**src/clkgen_pkg.sv**
```systemverilog
/*
 Constants shared by the base clock selector and PLL control block:
 register addresses, field positions, reset values and switch counts.
 Assumes a byte-wide register port with a two-bit address.
*/
package clkgen_pkg;
   ////////////////////////////////////////////////////////////////////
   // Register addresses
   localparam int ADDR_W = 2;
   localparam logic [1:0] PLL_CTRL_ADDR = 2'h0; // Control register
   localparam logic [1:0] BW_CTRL_ADDR = 2'h1; // Bandwidth control
   localparam logic [1:0] PROG_ADDR = 2'h2; // Multiplier and range
   localparam int DATA_W = 8;
   ////////////////////////////////////////////////////////////////////
   // Control register fields
   localparam int IE_BIT = 7; // Lock interrupt enable
   localparam int FLAG_BIT = 6; // Lock change flag
   localparam int ON_BIT = 5; // PLL power on
   localparam int BCS_BIT = 4; // Base clock select
   localparam logic [3:0] CTRL_LOW_ONES = 4'hF; // Unused bits read high
   localparam logic PLL_ON_RST = 1'b1; // PLL runs from power-up
   ////////////////////////////////////////////////////////////////////
   // Bandwidth register fields
   localparam int AUTO_BIT = 7; // Automatic bandwidth mode
   localparam int LOCK_BIT = 6; // Lock indicator
   ////////////////////////////////////////////////////////////////////
   // Programming register fields
   localparam int MUL_HI = 7;
   localparam int MUL_LO = 4;
   localparam int VRS_HI = 3;
   localparam int VRS_LO = 0;
   localparam logic [3:0] MUL_RST = 4'h6; // Default multiplier
   localparam logic [3:0] VRS_RST = 4'h6; // Default range
   localparam logic [3:0] FIELD_ZERO = 4'h0;
   localparam logic [3:0] MUL_ONE = 4'h1;
   ////////////////////////////////////////////////////////////////////
   // Source switch
   localparam logic [1:0] SWITCH_EDGES = 2'h3; // Edges waited per source
   localparam int SYNC_W = 3; // Lock, crystal, VCO samples
endpackage

```
**src/level_sync.sv**
```systemverilog
/*
 Two-flop synchroniser for a vector of independent levels.
 Assumes each bit is a slowly changing level or a clock far below clk_sys_i.
*/
`timescale 1ns/1ns
`default_nettype none
module level_sync #(
   parameter int WIDTH = 1
) (
   // Clock and reset
   input wire logic clk_sys_i,
   input wire logic reset_i,
   // Levels
   input wire logic [WIDTH-1:0] async_i,
   output logic [WIDTH-1:0] sync_o
);
   if (WIDTH < 1) begin : g_width_check
      $error("level_sync: WIDTH must be at least 1");
   end
   ////////////////////////////////////////////////////////////////////
   logic [WIDTH-1:0] meta_r; // First stage, read only by the second
   logic [WIDTH-1:0] meta_nxt;
   logic [WIDTH-1:0] sync_r; // Second stage
   logic [WIDTH-1:0] sync_nxt;
   // Next values
   always_comb begin
      meta_nxt = async_i;
      sync_nxt = meta_r;
   end
   // Registers
   always_ff @(posedge clk_sys_i) begin
      if (reset_i) begin
         meta_r <= '0;
         sync_r <= '0;
      end else begin
         meta_r <= meta_nxt;
         sync_r <= sync_nxt;
      end
   end
   assign sync_o = sync_r;
endmodule // level_sync
`default_nettype wire

```
**src/clk_switch.sv**
```systemverilog
/*
 Glitch-free source switch and divide-by-two for the base clock.
 Assumes both source clocks arrive as synchronised samples of clk_sys_i.
*/
`timescale 1ns/1ns
`default_nettype none
module clk_switch (
   // Clock and reset
   input wire logic clk_sys_i,
   input wire logic reset_i,
   // Sources
   input wire logic xclk_i,
   input wire logic vclk_i,
   input wire logic vco_live_i,
   input wire logic osc_en_i,
   // Selection and output
   input wire logic sel_i,
   output logic base_clock_o,
   output logic busy_o
);
   import clkgen_pkg::*;
   ////////////////////////////////////////////////////////////////////
   typedef enum logic [1:0] {ST_RUN, ST_OLD, ST_NEW} sw_state_t;
   sw_state_t state_r, state_nxt; // Transition state
   logic x_prev_r, x_prev_nxt; // Edge detect history
   logic v_prev_r, v_prev_nxt;
   logic cur_r, cur_nxt; // Source in use, 1 = VCO
   logic [1:0] cnt_r, cnt_nxt; // Edges seen in this phase
   logic out_r, out_nxt; // Divided output
   logic x_rise, v_rise, old_edge, new_edge, old_dead;
   ////////////////////////////////////////////////////////////////////
   // Edge selection
   always_comb begin
      x_rise = xclk_i & ~x_prev_r;
      v_rise = vclk_i & ~v_prev_r;
      old_edge = cur_r ? v_rise : x_rise;
      new_edge = cur_r ? x_rise : v_rise;
      old_dead = cur_r & ~vco_live_i; // A dead VCO gives no edges
   end
   // Next state
   always_comb begin
      state_nxt = state_r;
      cnt_nxt = cnt_r;
      cur_nxt = cur_r;
      out_nxt = out_r;
      x_prev_nxt = xclk_i;
      v_prev_nxt = vclk_i;
      case (state_r)
         ST_RUN: begin
            if (sel_i != cur_r) begin
               state_nxt = ST_OLD;
               cnt_nxt = '0;
            end else if (old_edge) begin
               out_nxt = ~out_r;
            end
         end
         ST_OLD: begin
            // Output static while the old source drains
            if (old_dead || (old_edge && cnt_r == SWITCH_EDGES - 2'h1)) begin
               state_nxt = ST_NEW;
               cnt_nxt = '0;
            end else if (old_edge) begin
               cnt_nxt = cnt_r + 2'h1;
            end
         end
         ST_NEW: begin
            // Then three edges of the new source
            if (new_edge && cnt_r == SWITCH_EDGES - 2'h1) begin
               state_nxt = ST_RUN;
               cur_nxt = ~cur_r;
            end else if (new_edge) begin
               cnt_nxt = cnt_r + 2'h1;
            end
         end
         default: state_nxt = ST_RUN;
      endcase
      if (!osc_en_i) begin
         // Oscillator gated: output low, crystal source
         state_nxt = ST_RUN;
         cur_nxt = 1'b0;
         out_nxt = 1'b0;
         cnt_nxt = '0;
      end
   end
   // Registers
   always_ff @(posedge clk_sys_i) begin
      if (reset_i) begin
         state_r <= ST_RUN;
         cnt_r <= '0;
         cur_r <= 1'b0;
         out_r <= 1'b0;
         x_prev_r <= 1'b0;
         v_prev_r <= 1'b0;
      end else begin
         state_r <= state_nxt;
         cnt_r <= cnt_nxt;
         cur_r <= cur_nxt;
         out_r <= out_nxt;
         x_prev_r <= x_prev_nxt;
         v_prev_r <= v_prev_nxt;
      end
   end
   assign base_clock_o = out_r;
   assign busy_o = (state_r != ST_RUN);
   ////////////////////////////////////////////////////////////////////
   // Checks
   AST_STASIS: assert property (@(posedge clk_sys_i) disable iff (reset_i)
      (state_r != ST_RUN) && osc_en_i |=> $stable(out_r))
      else $error("base clock moved during a source transition");
   AST_DIV_EDGE: assert property (@(posedge clk_sys_i) disable iff (reset_i)
      (state_r == ST_RUN) && (sel_i == cur_r) && osc_en_i && !old_edge |=> $stable(out_r))
      else $error("base clock toggled without a source edge");
   COV_SWITCH: cover property (@(posedge clk_sys_i) disable iff (reset_i)
      state_r == ST_NEW ##[1:200] state_r == ST_RUN);
endmodule // clk_switch
`default_nettype wire

```
**src/pll_ctl.sv**
```systemverilog
/*
 PLL control registers and base clock selection.
 Assumes a byte-wide register port with one-cycle strobes and read data in
 the following cycle, and clock and lock inputs sampled on clk_sys_i.
*/
`timescale 1ns/1ns
`default_nettype none
module pll_ctl (
   // Clock and reset
   input wire logic clk_sys_i,
   input wire logic reset_i,
   // Register port
   input wire logic [clkgen_pkg::ADDR_W-1:0] addr_i,
   input wire logic [clkgen_pkg::DATA_W-1:0] wdata_i,
   input wire logic wr_i,
   input wire logic rd_i,
   output logic [clkgen_pkg::DATA_W-1:0] rdata_o,
   // System integration unit
   input wire logic osc_enable_in_i,
   input wire logic stop_i,
   output logic base_clock_out_o,
   output logic pll_irq_out_o,
   // Analog side
   input wire logic crystal_clock_i,
   input wire logic vco_clock_i,
   input wire logic lock_detect_i,
   output logic pll_enable_o,
   output logic osc_run_o,
   output logic [3:0] fb_divider_o,
   output logic [3:0] vco_range_field_o,
   output logic switch_busy_o
);
   import clkgen_pkg::*;
   ////////////////////////////////////////////////////////////////////
   // State
   logic ie_r, ie_nxt; // Lock interrupt enable
   logic flag_r, flag_nxt; // Lock change flag
   logic on_r, on_nxt; // PLL power on
   logic bcs_r, bcs_nxt; // Base clock select
   logic auto_r, auto_nxt; // Automatic bandwidth mode
   logic [3:0] mul_r, mul_nxt; // Feedback multiplier
   logic [3:0] vrs_r, vrs_nxt; // VCO range field
   logic lock_prev_r, lock_prev_nxt; // Last synchronised lock
   logic [DATA_W-1:0] rdata_r, rdata_nxt; // Read data
   logic [SYNC_W-1:0] sync_in, sync_out; // Synchroniser vector
   logic lock_s, xclk_s, vclk_s; // Synchronised inputs
   logic wr_ctrl, wr_bw, wr_prog, rd_ctrl; // Decoded strobes
   logic toggle; // Lock changed
   logic vrs_ok; // Range field nonzero
   logic [3:0] vrs_eff; // Range after this write
   logic [DATA_W-1:0] ctrl_view, bw_view, prog_view;
   ////////////////////////////////////////////////////////////////////
   // Input synchronisation
   // Lock and both clocks, two flops
   assign sync_in = {lock_detect_i, crystal_clock_i, vco_clock_i};
   level_sync #(
      .WIDTH(SYNC_W)
   ) u_sync (
      .clk_sys_i(clk_sys_i),
      .reset_i(reset_i),
      .async_i(sync_in),
      .sync_o(sync_out)
   );
   assign lock_s = sync_out[2];
   assign xclk_s = sync_out[1];
   assign vclk_s = sync_out[0];
   ////////////////////////////////////////////////////////////////////
   // Decode and derived terms
   always_comb begin
      wr_ctrl = wr_i && (addr_i == PLL_CTRL_ADDR);
      wr_bw = wr_i && (addr_i == BW_CTRL_ADDR);
      wr_prog = wr_i && (addr_i == PROG_ADDR);
      rd_ctrl = rd_i && (addr_i == PLL_CTRL_ADDR);
      // Toggle between two samples
      toggle = lock_s ^ lock_prev_r;
      vrs_ok = (vrs_r != FIELD_ZERO);
   end
   ////////////////////////////////////////////////////////////////////
   // Control and programming next values
   always_comb begin
      ie_nxt = ie_r;
      on_nxt = on_r;
      bcs_nxt = bcs_r;
      auto_nxt = auto_r;
      mul_nxt = mul_r;
      vrs_nxt = vrs_r;
      lock_prev_nxt = lock_s;
      vrs_eff = vrs_r;
      // Programming fields locked while the PLL runs
      if (wr_prog && !on_r) begin
         mul_nxt = wdata_i[MUL_HI:MUL_LO];
         vrs_nxt = wdata_i[VRS_HI:VRS_LO];
         vrs_eff = wdata_i[VRS_HI:VRS_LO];
      end
      // Mode bit, always writable
      if (wr_bw) begin
         auto_nxt = wdata_i[AUTO_BIT];
      end
      // Control byte
      if (wr_ctrl) begin
         // Enable writable only in automatic mode
         if (auto_r) begin
            ie_nxt = wdata_i[IE_BIT];
         end
         // Clearing power ignored while VCO is or becomes selected
         if (wdata_i[ON_BIT] || !(bcs_r || (wdata_i[BCS_BIT] && on_r && vrs_ok))) begin
            on_nxt = wdata_i[ON_BIT];
         end
         // Setting select needs power already on and a valid range
         if (!wdata_i[BCS_BIT]) begin
            bcs_nxt = 1'b0;
         end else if (on_r && vrs_ok) begin
            bcs_nxt = 1'b1;
         end
      end
      // Zero range or stop returns to the crystal
      if (vrs_eff == FIELD_ZERO || stop_i) begin
         bcs_nxt = 1'b0;
      end
   end
   ////////////////////////////////////////////////////////////////////
   // Flag next value: set wins over the read clear
   // A toggle during a read still sets the flag
   always_comb begin
      flag_nxt = flag_r;
      // Any control read clears
      if (rd_ctrl) begin
         flag_nxt = 1'b0;
      end
      if (toggle && auto_r) begin
         flag_nxt = 1'b1;
      end
   end
   ////////////////////////////////////////////////////////////////////
   // Read views
   always_comb begin
      // Control byte
      ctrl_view = '0;
      ctrl_view[IE_BIT] = ie_r & auto_r;
      ctrl_view[FLAG_BIT] = flag_r & auto_r;
      ctrl_view[ON_BIT] = on_r;
      ctrl_view[BCS_BIT] = bcs_r;
      ctrl_view[3:0] = CTRL_LOW_ONES;
      // Bandwidth byte
      bw_view = '0;
      bw_view[AUTO_BIT] = auto_r;
      bw_view[LOCK_BIT] = lock_s & auto_r;
      // Programming byte
      prog_view = {mul_r, vrs_r};
      case (addr_i)
         PLL_CTRL_ADDR: rdata_nxt = ctrl_view;
         BW_CTRL_ADDR: rdata_nxt = bw_view;
         PROG_ADDR: rdata_nxt = prog_view;
         default: rdata_nxt = '0; // Unmapped reads zero
      endcase
      // Hold between reads
      if (!rd_i) begin
         rdata_nxt = rdata_r;
      end
   end
   ////////////////////////////////////////////////////////////////////
   // Registers
   // Synchronous reset values
   always_ff @(posedge clk_sys_i) begin
      if (reset_i) begin
         ie_r <= 1'b0;
         flag_r <= 1'b0;
         on_r <= PLL_ON_RST;
         bcs_r <= 1'b0;
         auto_r <= 1'b0;
         mul_r <= MUL_RST;
         vrs_r <= VRS_RST;
         lock_prev_r <= 1'b0;
         rdata_r <= '0;
      end else begin
         ie_r <= ie_nxt;
         flag_r <= flag_nxt;
         on_r <= on_nxt;
         bcs_r <= bcs_nxt;
         auto_r <= auto_nxt;
         mul_r <= mul_nxt;
         vrs_r <= vrs_nxt;
         lock_prev_r <= lock_prev_nxt;
         rdata_r <= rdata_nxt;
      end
   end
   ////////////////////////////////////////////////////////////////////
   // Outputs
   // Read data
   assign rdata_o = rdata_r;
   // Divider never sees zero
   assign fb_divider_o = (mul_r == FIELD_ZERO) ? MUL_ONE : mul_r;
   // Range as written
   assign vco_range_field_o = vrs_r;
   // Oscillator follows enable
   assign osc_run_o = osc_enable_in_i;
   // Power, range and oscillator
   assign pll_enable_o = on_r & vrs_ok & osc_enable_in_i;
   // Low in manual mode and with the oscillator disabled
   assign pll_irq_out_o = flag_r & ie_r & auto_r & osc_enable_in_i;
   // Source switch and divider
   clk_switch u_switch (
      .clk_sys_i(clk_sys_i),
      .reset_i(reset_i),
      .xclk_i(xclk_s),
      .vclk_i(vclk_s),
      .vco_live_i(pll_enable_o),
      .osc_en_i(osc_enable_in_i),
      .sel_i(bcs_r),
      .base_clock_o(base_clock_out_o),
      .busy_o(switch_busy_o)
   );
   ////////////////////////////////////////////////////////////////////
   // Checks
   // Zero multiplier as one
   AST_MUL_ZERO: assert property (@(posedge clk_sys_i) disable iff (reset_i)
      wr_prog && !on_r && wdata_i[MUL_HI:MUL_LO] == FIELD_ZERO |=> fb_divider_o == MUL_ONE)
      else $error("zero multiplier did not act as one");
   // Zero range: PLL off, crystal
   AST_VRS_ZERO: assert property (@(posedge clk_sys_i) disable iff (reset_i)
      vrs_r == FIELD_ZERO |-> !bcs_r && !pll_enable_o)
      else $error("zero range left PLL enabled or VCO selected");
   // Select refused while off
   AST_BCS_NEEDS_ON: assert property (@(posedge clk_sys_i) disable iff (reset_i)
      wr_ctrl && wdata_i[BCS_BIT] && !on_r |=> !bcs_r)
      else $error("select taken while PLL off");
   // Power held under the VCO
   AST_ON_HELD: assert property (@(posedge clk_sys_i) disable iff (reset_i)
      wr_ctrl && !wdata_i[ON_BIT] && bcs_r |=> on_r)
      else $error("PLL turned off while VCO selected");
   // Select always has power
   AST_SEL_POWERED: assert property (@(posedge clk_sys_i) disable iff (reset_i)
      bcs_r |-> on_r)
      else $error("VCO selected while PLL off");
   // Power and select apart
   AST_SPLIT_WRITES: assert property (@(posedge clk_sys_i) disable iff (reset_i)
      $changed(on_r) |-> $stable(bcs_r))
      else $error("power and select changed together");
   // Oscillator gate
   AST_OSC_GATE: assert property (@(posedge clk_sys_i) disable iff (reset_i)
      !osc_enable_in_i |-> (!pll_enable_o && !osc_run_o) ##1 !base_clock_out_o)
      else $error("clock ran with the oscillator disabled");
   // Toggle raises interrupt
   AST_IRQ: assert property (@(posedge clk_sys_i) disable iff (reset_i)
      toggle && auto_r && ie_r && !wr_ctrl && !wr_bw |=> pll_irq_out_o || !osc_enable_in_i)
      else $error("lock toggle did not raise the interrupt");
   // Enable frozen in manual
   AST_IE_BLOCKED: assert property (@(posedge clk_sys_i) disable iff (reset_i)
      wr_ctrl && !auto_r |=> $stable(ie_r))
      else $error("enable written in manual mode");
   // Manual hides flag, enable
   AST_MANUAL_READS: assert property (@(posedge clk_sys_i) disable iff (reset_i)
      rd_ctrl && !auto_r |=> !rdata_o[FLAG_BIT] && !rdata_o[IE_BIT])
      else $error("manual mode showed flag or enable");
   // Read clears flag
   AST_READ_CLEARS: assert property (@(posedge clk_sys_i) disable iff (reset_i)
      rd_ctrl && !(toggle && auto_r) |=> !flag_r)
      else $error("control read did not clear flag");
   // Stop to crystal
   AST_STOP: assert property (@(posedge clk_sys_i) disable iff (reset_i)
      stop_i |=> !bcs_r)
      else $error("stop did not clear select");
   // Unused bits high
   AST_LOW_ONES: assert property (@(posedge clk_sys_i) disable iff (reset_i)
      rd_ctrl |=> rdata_o[3:0] == CTRL_LOW_ONES)
      else $error("low control bits not read as ones");
   // Manual lock reads zero
   AST_LOCK_HIDDEN: assert property (@(posedge clk_sys_i) disable iff (reset_i)
      rd_i && addr_i == BW_CTRL_ADDR && !auto_r |=> !rdata_o[LOCK_BIT])
      else $error("lock shown in manual mode");
   // Every toggle flagged
   AST_TOGGLE_SETS: assert property (@(posedge clk_sys_i) disable iff (reset_i)
      auto_r && $changed(lock_s) |-> ##1 flag_r)
      else $error("lock toggle lost");
   // Scenarios
   COV_LOCK_IRQ: cover property (@(posedge clk_sys_i) disable iff (reset_i)
      ie_r && auto_r ##[1:50] pll_irq_out_o);
   COV_VCO_SELECT: cover property (@(posedge clk_sys_i) disable iff (reset_i)
      !bcs_r ##1 bcs_r);
   COV_READ_CLEAR: cover property (@(posedge clk_sys_i) disable iff (reset_i)
      flag_r && rd_ctrl ##1 !flag_r);
   COV_POWER_SPLIT: cover property (@(posedge clk_sys_i) disable iff (reset_i)
      !on_r ##1 on_r ##[1:20] bcs_r);
endmodule // pll_ctl
`default_nettype wire

```
**config.mk**
```make
export PLATFORM = sky130hd
export DESIGN_NAME = pll_ctl
export DESIGN_NICKNAME = d
export VERILOG_FILES = /design/src/clkgen_pkg.sv /design/src/level_sync.sv /design/src/clk_switch.sv /design/src/pll_ctl.sv
export SDC_FILE = /design/constraint.sdc
export NUM_CORES = 1
export LEC_CHECK = 0
export BUFFER_PORTS_ARGS = -buffer_cell sky130_fd_sc_hd__buf_2
export CORE_MARGIN = 3
export CORE_UTILIZATION = 35
export DETAILED_ROUTE_END_ITERATION = 10
export PLACE_DENSITY = 0.54
export SYNTH_ARGS = -nofsm -noshare
export SYNTH_HDL_FRONTEND = slang
export SYNTH_SLANG_ARGS = --single-unit
export TNS_END_PERCENT = 1
```
**constraint.sdc**
```tcl
create_clock -name clk_sys_i -period 3 [get_ports clk_sys_i]
set_input_delay 0.6 -clock clk_sys_i [delete_from_list [all_inputs] [get_ports clk_sys_i]]
set_output_delay 0.6 -clock clk_sys_i [all_outputs]
set_load 0.1 [all_outputs]
```
==> results of run 1 <==
metrics by stage:
stage	total power, mW	instance area [um2]	utilization
2_1_floorplan	0.611	1700	-
5_1_grt	1.13	2030	0.452
3_3_place_gp	0.643	1910	0.424
3_5_place_dp	0.643	1910	0.424
4_1_cts	1.11	2030	0.452
6_report	1.09	2030	0.452
final timing paths:
path | to | startpoint | slack [ns] | depth (start not counted)
max reg2reg | u_switch.cnt_r[0]$_SDFFE_PP0P_ | vco_range_field_o[0]$_SDFF_PP0_ | 1.06 | 4
max | pll_enable_o | vco_range_field_o[0]$_SDFF_PP0_ | 0.60 | 3
min | u_sync.sync_o[1]$_SDFF_PP0_ | u_sync.meta_r[1]$_SDFF_PP0_ | 0.44 | 1
min reg2reg | u_sync.sync_o[1]$_SDFF_PP0_ | u_sync.meta_r[1]$_SDFF_PP0_ | 0.44 | 1
registers in the layout, indices dropped and copies added, names as in the netlist:
signal	flops
ie_r	1
u_switch.state_r	2
u_switch.cur_r	1
on_r	1
u_sync.meta_r	3
u_switch.cnt_r	2
flag_r	1
u_sync.sync_o	3
u_switch.x_prev_r	1
u_switch.base_clock_o	1
rdata_o	8
u_switch.v_prev_r	1
vco_range_field_o	4
mul_r	4
lock_prev_r	1
auto_r	1
bcs_r	1
report_power, final:
group / total, mW / switching, mW / internal (mW)
combinational: 0.133 / 0.0974 / 0.0358
sequential: 0.497 / 0.00684 / 0.490
clock: 0.460 / 0.166 / 0.293
final cells by class:
class                           count  share of cell area
Clock inverter                      1              0.0148
Multi-Input combinational cell    133               0.435
Inverter                            9              0.0166
Clock buffer                        7              0.0474
Timing Repair Buffer               40              0.0996
Tap cell                           52              0.0320
Sequential cell                    36               0.354
critical path, cell delays in order (launching register included):
cell and delay, ns:
dfxtp_1 0.32, or4_1 0.64, and3_2 0.28, buf_2 0.29
per-layer routing:
metal / share of wire / vias up / global-route usage
li1: - / 712 / -
met1: 0.48 / 627 / 0.186
met2: 0.46 / 32 / 0.221
met3: 0.051 / 2 / 0.0462
met4: 0.0041 / 0 / 0.0291
met5: 0 / - / 0
cell usage in the layout, fill, tap and decap left out, drive strengths merged, types with 2 or more instances in the layout:
cell | netlist | routed
a211oi | 2 | 2
clkbuf | 10 | 7
nor2b | 15 | 15
mux2i | 18 | 18
nor2 | 27 | 27
ha | 6 | 6
a211o | 2 | 2
and3 | 2 | 2
buf | 5 | 40
and2 | 2 | 2
nand2b | 2 | 2
dfxtp | 36 | 36
nor3b | 2 | 2
a21o | 2 | 2
o211ai | 4 | 4
xnor2 | 3 | 3
o21ai | 5 | 5
nand2 | 13 | 13
a21oi | 9 | 9
and3b | 2 | 2
inv | 9 | 9
nand4 | 2 | 2
Yosys cell counts, types with 2 or more instances:
cell type,instances
dfxtp_1,36
nor2_1,27
mux2i_1,18
nor2b_1,15
nand2_1,13
clkbuf_1,10
a21oi_1,9
inv_1,9
ha_1,6
o21ai_0,5
o211ai_1,4
buf_1,3
xnor2_1,3
a211o_2,2
a211oi_1,2
a21o_1,2
and2_1,2
and3_2,2
and3b_1,2
nand2b_1,2
nand4_1,2
nor3b_1,2
cell families after synthesis:
group	count (synthesis)
XOR/XNOR	4
multiplexers	18
buffers and inverters	24
AND/OR/NAND/NOR	74
adder cells (fa/ha/maj)	6
flip-flops	36
AO/OA/AOI/OAI	31
==> results.cfg, run 1 <==
[cts]
clock-sinks = 36
clock_latency_ns = 0.28
root_buffer = clkbuf_8
cts_tree = done
clk_path_buf_depth = 2
cts-resized-gates = 0
postCtsSetupBuffers = 0
numCtsBuffers = 5
cts_hold_buf = 0
htree_levels = 2
clkTransAtPathRegs_ns = 0.07

[logic_synthesis]
synth_top_area_frac = 0.425
synth.area.top_cells = dfxtp_1, mux2i_1, nor2_1
yosys_register_bits = 36
ys_dominant_reg_cell = dfxtp_1
synth.area.mux_share = 0.106
synth_top_area_cell = dfxtp_1
seq_area_frac_synth = 0.425
synth_cell_types = 39
synth_fa_ha_area_frac = 0.0443
synthCells = 193
synth_top_family_by_area = simple AND/OR/NAND/NOR gates
syn-num-nets = 218
synthXorXnorAreaFrac = 0.0207
synth_area_per_cell_um2 = 8.78
ys_warn_count = 0
synth-compound-area-share = 0.123
synth-edff-count = 0
synthArstFlopShare = 0
syn-cell-area_um2 = 1700
yosys.area_share.simple = 0.224

[routing]
wl_per_cell_um = 13.2
drt-initial-drc-count = 53
wl_mm = 3.66
ant_nets = 0
drc = 0
firstDrtPassIters = 4
vias = 1373
viasPerCell = 4.94

[finish]
drive_gt1_frac = 0.239
multi_input_area_um2 = 886
fin_nets = 250
register_area_um2 = 721
n_antenna_cell = 0
fin_cells = 278
nFillCells = 460
area.growth.synth_to_final_pct = 20.0

[power]
peakVddDrop_v = 0.000305
power.density_nw_per_um2 = 536
p_leak_nw = 0.903

[sta]
fin_skew_ns = 0.00443
setup_viol = 0
worst_hold_slack_ns = 0.438
finalSetupTns_ns = 0
max_freq_mhz = 417
slew_viol_final = 0
setup_slack_ns = 0.605
tightest_slew_ns = 0.642
post-route-min-period_ns = 2.40
final_hold_viol_count = 0
rsz0062_at_grt = no
max-slew-margin-rel = 0.571
fin_crit_sh = 0.798

[placed_design]
place_ws_ns = 0.891
dp.cells = 270
place_congestion = 0.783
hpwl_mm = 2.81
port_buffers = 39

[critical_path]
cp.arrival_ns = 1.80
required_ns = 2.40
path_class = reg -> out
critPathLaunchType = flop
endpoint_kind = output port
cp_max_fo = 6

[global_routing]
grt_pass1_wl_mm = 6.08
first_global_vias = 1290
grtUsageTotal = 0.139
grt-ovfl-total = 0
antenna_found_initial = 0
grt_max_degree = 29

[floorplan]
start_util = 0.376
rows = 24
die_x_um = 75.6
die_h_um = 75.6
io_pins = 40
core_area_um2 = 4500
die_area_um2 = 5720

[outcome]
status = complete, no violations

[hold_path]
hold_class = reg -> reg

[flow_run]
drv_cap = 0
No activity file was read; power rests on OpenSTA's default activity.
==> inputs of run 2 (changes only) <==
Clock period 3 ns to 2.4 ns, I/O delays scaled along.
==> results.cfg, run 2 (synthesized netlist as in run 1, its figures left out) <==
[outcome]
status = complete, no violations

[global_routing]
grt-ovfl-total = 0
grt_pass1_wl_mm = 6.00
antenna_found_initial = 0
first_global_vias = 1310
grtUsageTotal = 0.142
grt_max_degree = 29

[sta]
tightest_slew_ns = 0.520
setup_viol = 0
fin_skew_ns = 0.00535
finalSetupTns_ns = 0
max-slew-margin-rel = 0.653
rsz0062_at_grt = no
post-route-min-period_ns = 2.31
final_hold_viol_count = 0
fin_crit_sh = 0.961
max_freq_mhz = 434
slew_viol_final = 0

[critical_path]
cp_max_fo = 6
rr_worst_depth = 4
r2r_start = vco_range_field_o[0]$_SDFF_PP0_
endpoint_kind = output port
critPathLaunchType = flop
required_ns = 1.92
path_class = reg -> out
worst-r2r-setup-slack_ns = 0.42
regToRegEndpoint = u_switch.state_r[0]$_SDFFE_PP0P_
cp.arrival_ns = 1.83

[cts]
root_buffer = clkbuf_8
cts_tree = done
postCtsSetupBuffers = 0
htree_levels = 2
cts_hold_buf = 0
cts-resized-gates = 0
numCtsBuffers = 5
clk_path_buf_depth = 2
clkTransAtPathRegs_ns = 0.08
clock_latency_ns = 0.29
clock-sinks = 36

[routing]
vias = 1366
drt-initial-drc-count = 43
drc = 0
firstDrtPassIters = 4
ant_nets = 0
wl_mm = 3.67
wl_per_cell_um = 13.2
viasPerCell = 4.90

[hold_path]
worstHoldEndpoint = u_sync.meta_r[0]$_SDFF_PP0_
worstHoldStart = vco_clock_i
whs_path_depth = 2
hold_class = in -> reg

[floorplan]
die_h_um = 75.6
die_x_um = 75.6
core_area_um2 = 4500
rows = 24
die_area_um2 = 5720
start_util = 0.376
io_pins = 40

[finish]
area.growth.synth_to_final_pct = 19.6
final_common_cell = buf_2
mostFrequentLayoutCells = buf_2, dfxtp_1, nor2_1, mux2i_1, nor2b_1
nFillCells = 480
drive_gt1_frac = 0.242
fin_nets = 251
fin_area_um2 = 2030
n_antenna_cell = 0
largest_reg_flops = 8

[power]
pwr-share-clk = 0.405
p_int_uw = 966
p_leak_nw = 0.897
power_mw = 1.33
switching_power_uw = 360
power.density_nw_per_um2 = 654
switching_share = 0.272
peakVddDrop_v = 0.000420
power_frac_comb = 0.127
seqPwrFrac = 0.469

[placed_design]
place_area_um2 = 1920
place_congestion = 0.789
hpwl_mm = 2.74
port_buffers = 39

[flow_run]
drv_cap = 0
==> run 2: cell count changes in the layout (fill, tap and decap cells not counted) <==
cell        previous run  this run
buf_4                  1         2
clkinvlp_4             0         1
clkinv_2               0         1
clkbuf_8               7         5
==> run 2: area by class of cell <==
cell class	count	area [um2]	share of cell area
multi-input combinational	133	886	0.437
clock inverter	3	42.5	0.0210
timing repair buffer	41	210	0.104
clock buffer	5	68.8	0.0340
tap	52	65.1	0.0321
sequential	36	721	0.356
inverter	9	33.8	0.0167
==> run 2: per-layer routing <==
| layer | global-route usage | part of all wire |
|---|---|---|
| met1 | 0.181 | 0.50 |
| met2 | 0.220 | 0.44 |
| met3 | 0.0449 | 0.044 |
| met4 | 0.0641 | 0.019 |
| met5 | 0 | 0 |
==> run 2: how the worst max path moves through the flow <==
| stage | from | endpoint |
|---|---|---|
| global placement | vco_range_field_o[0]$_SDFF_PP0_ | pll_enable_o |
| global route | vco_range_field_o[0]$_SDFF_PP0_ | pll_enable_o |
| finish | vco_range_field_o[0]$_SDFF_PP0_ | pll_enable_o |
| detailed placement | vco_range_field_o[0]$_SDFF_PP0_ | pll_enable_o |
| CTS | vco_range_field_o[0]$_SDFF_PP0_ | pll_enable_o |
| floorplan | vco_range_field_o[0]$_SDFF_PP0_ | pll_enable_o |
==> run 2: stage by stage <==
stage                     utilization  setup slack [ns]  hold WS, ns  std cells
after floorplan                     -             0.108        0.414        193
after global placement          0.425             0.409        0.421        271
after detailed placement        0.425             0.402        0.420        271
after CTS                       0.450            0.0680        0.382        279
after global routing            0.450            0.0307        0.402        279
final                           0.450            0.0941        0.387        279
==> run 2: power groups by stage <==
stage / clock (mW) / sequential [mW] / combinational, mW
5_1_grt: 0.571 / 0.623 / 0.179
4_1_cts: 0.555 / 0.621 / 0.170
2_1_floorplan: 0 / 0.686 / 0.0779
3_3_place_gp: 0 / 0.635 / 0.169
6_report: 0.537 / 0.621 / 0.168
3_5_place_dp: 0 / 0.635 / 0.169
==> run 2: worst max-delay path, stage by stage (launching register included) <==
cell,delay (ns)
dfxtp_1,0.32
or4_1,0.65
and3_2,0.27
buf_2,0.29
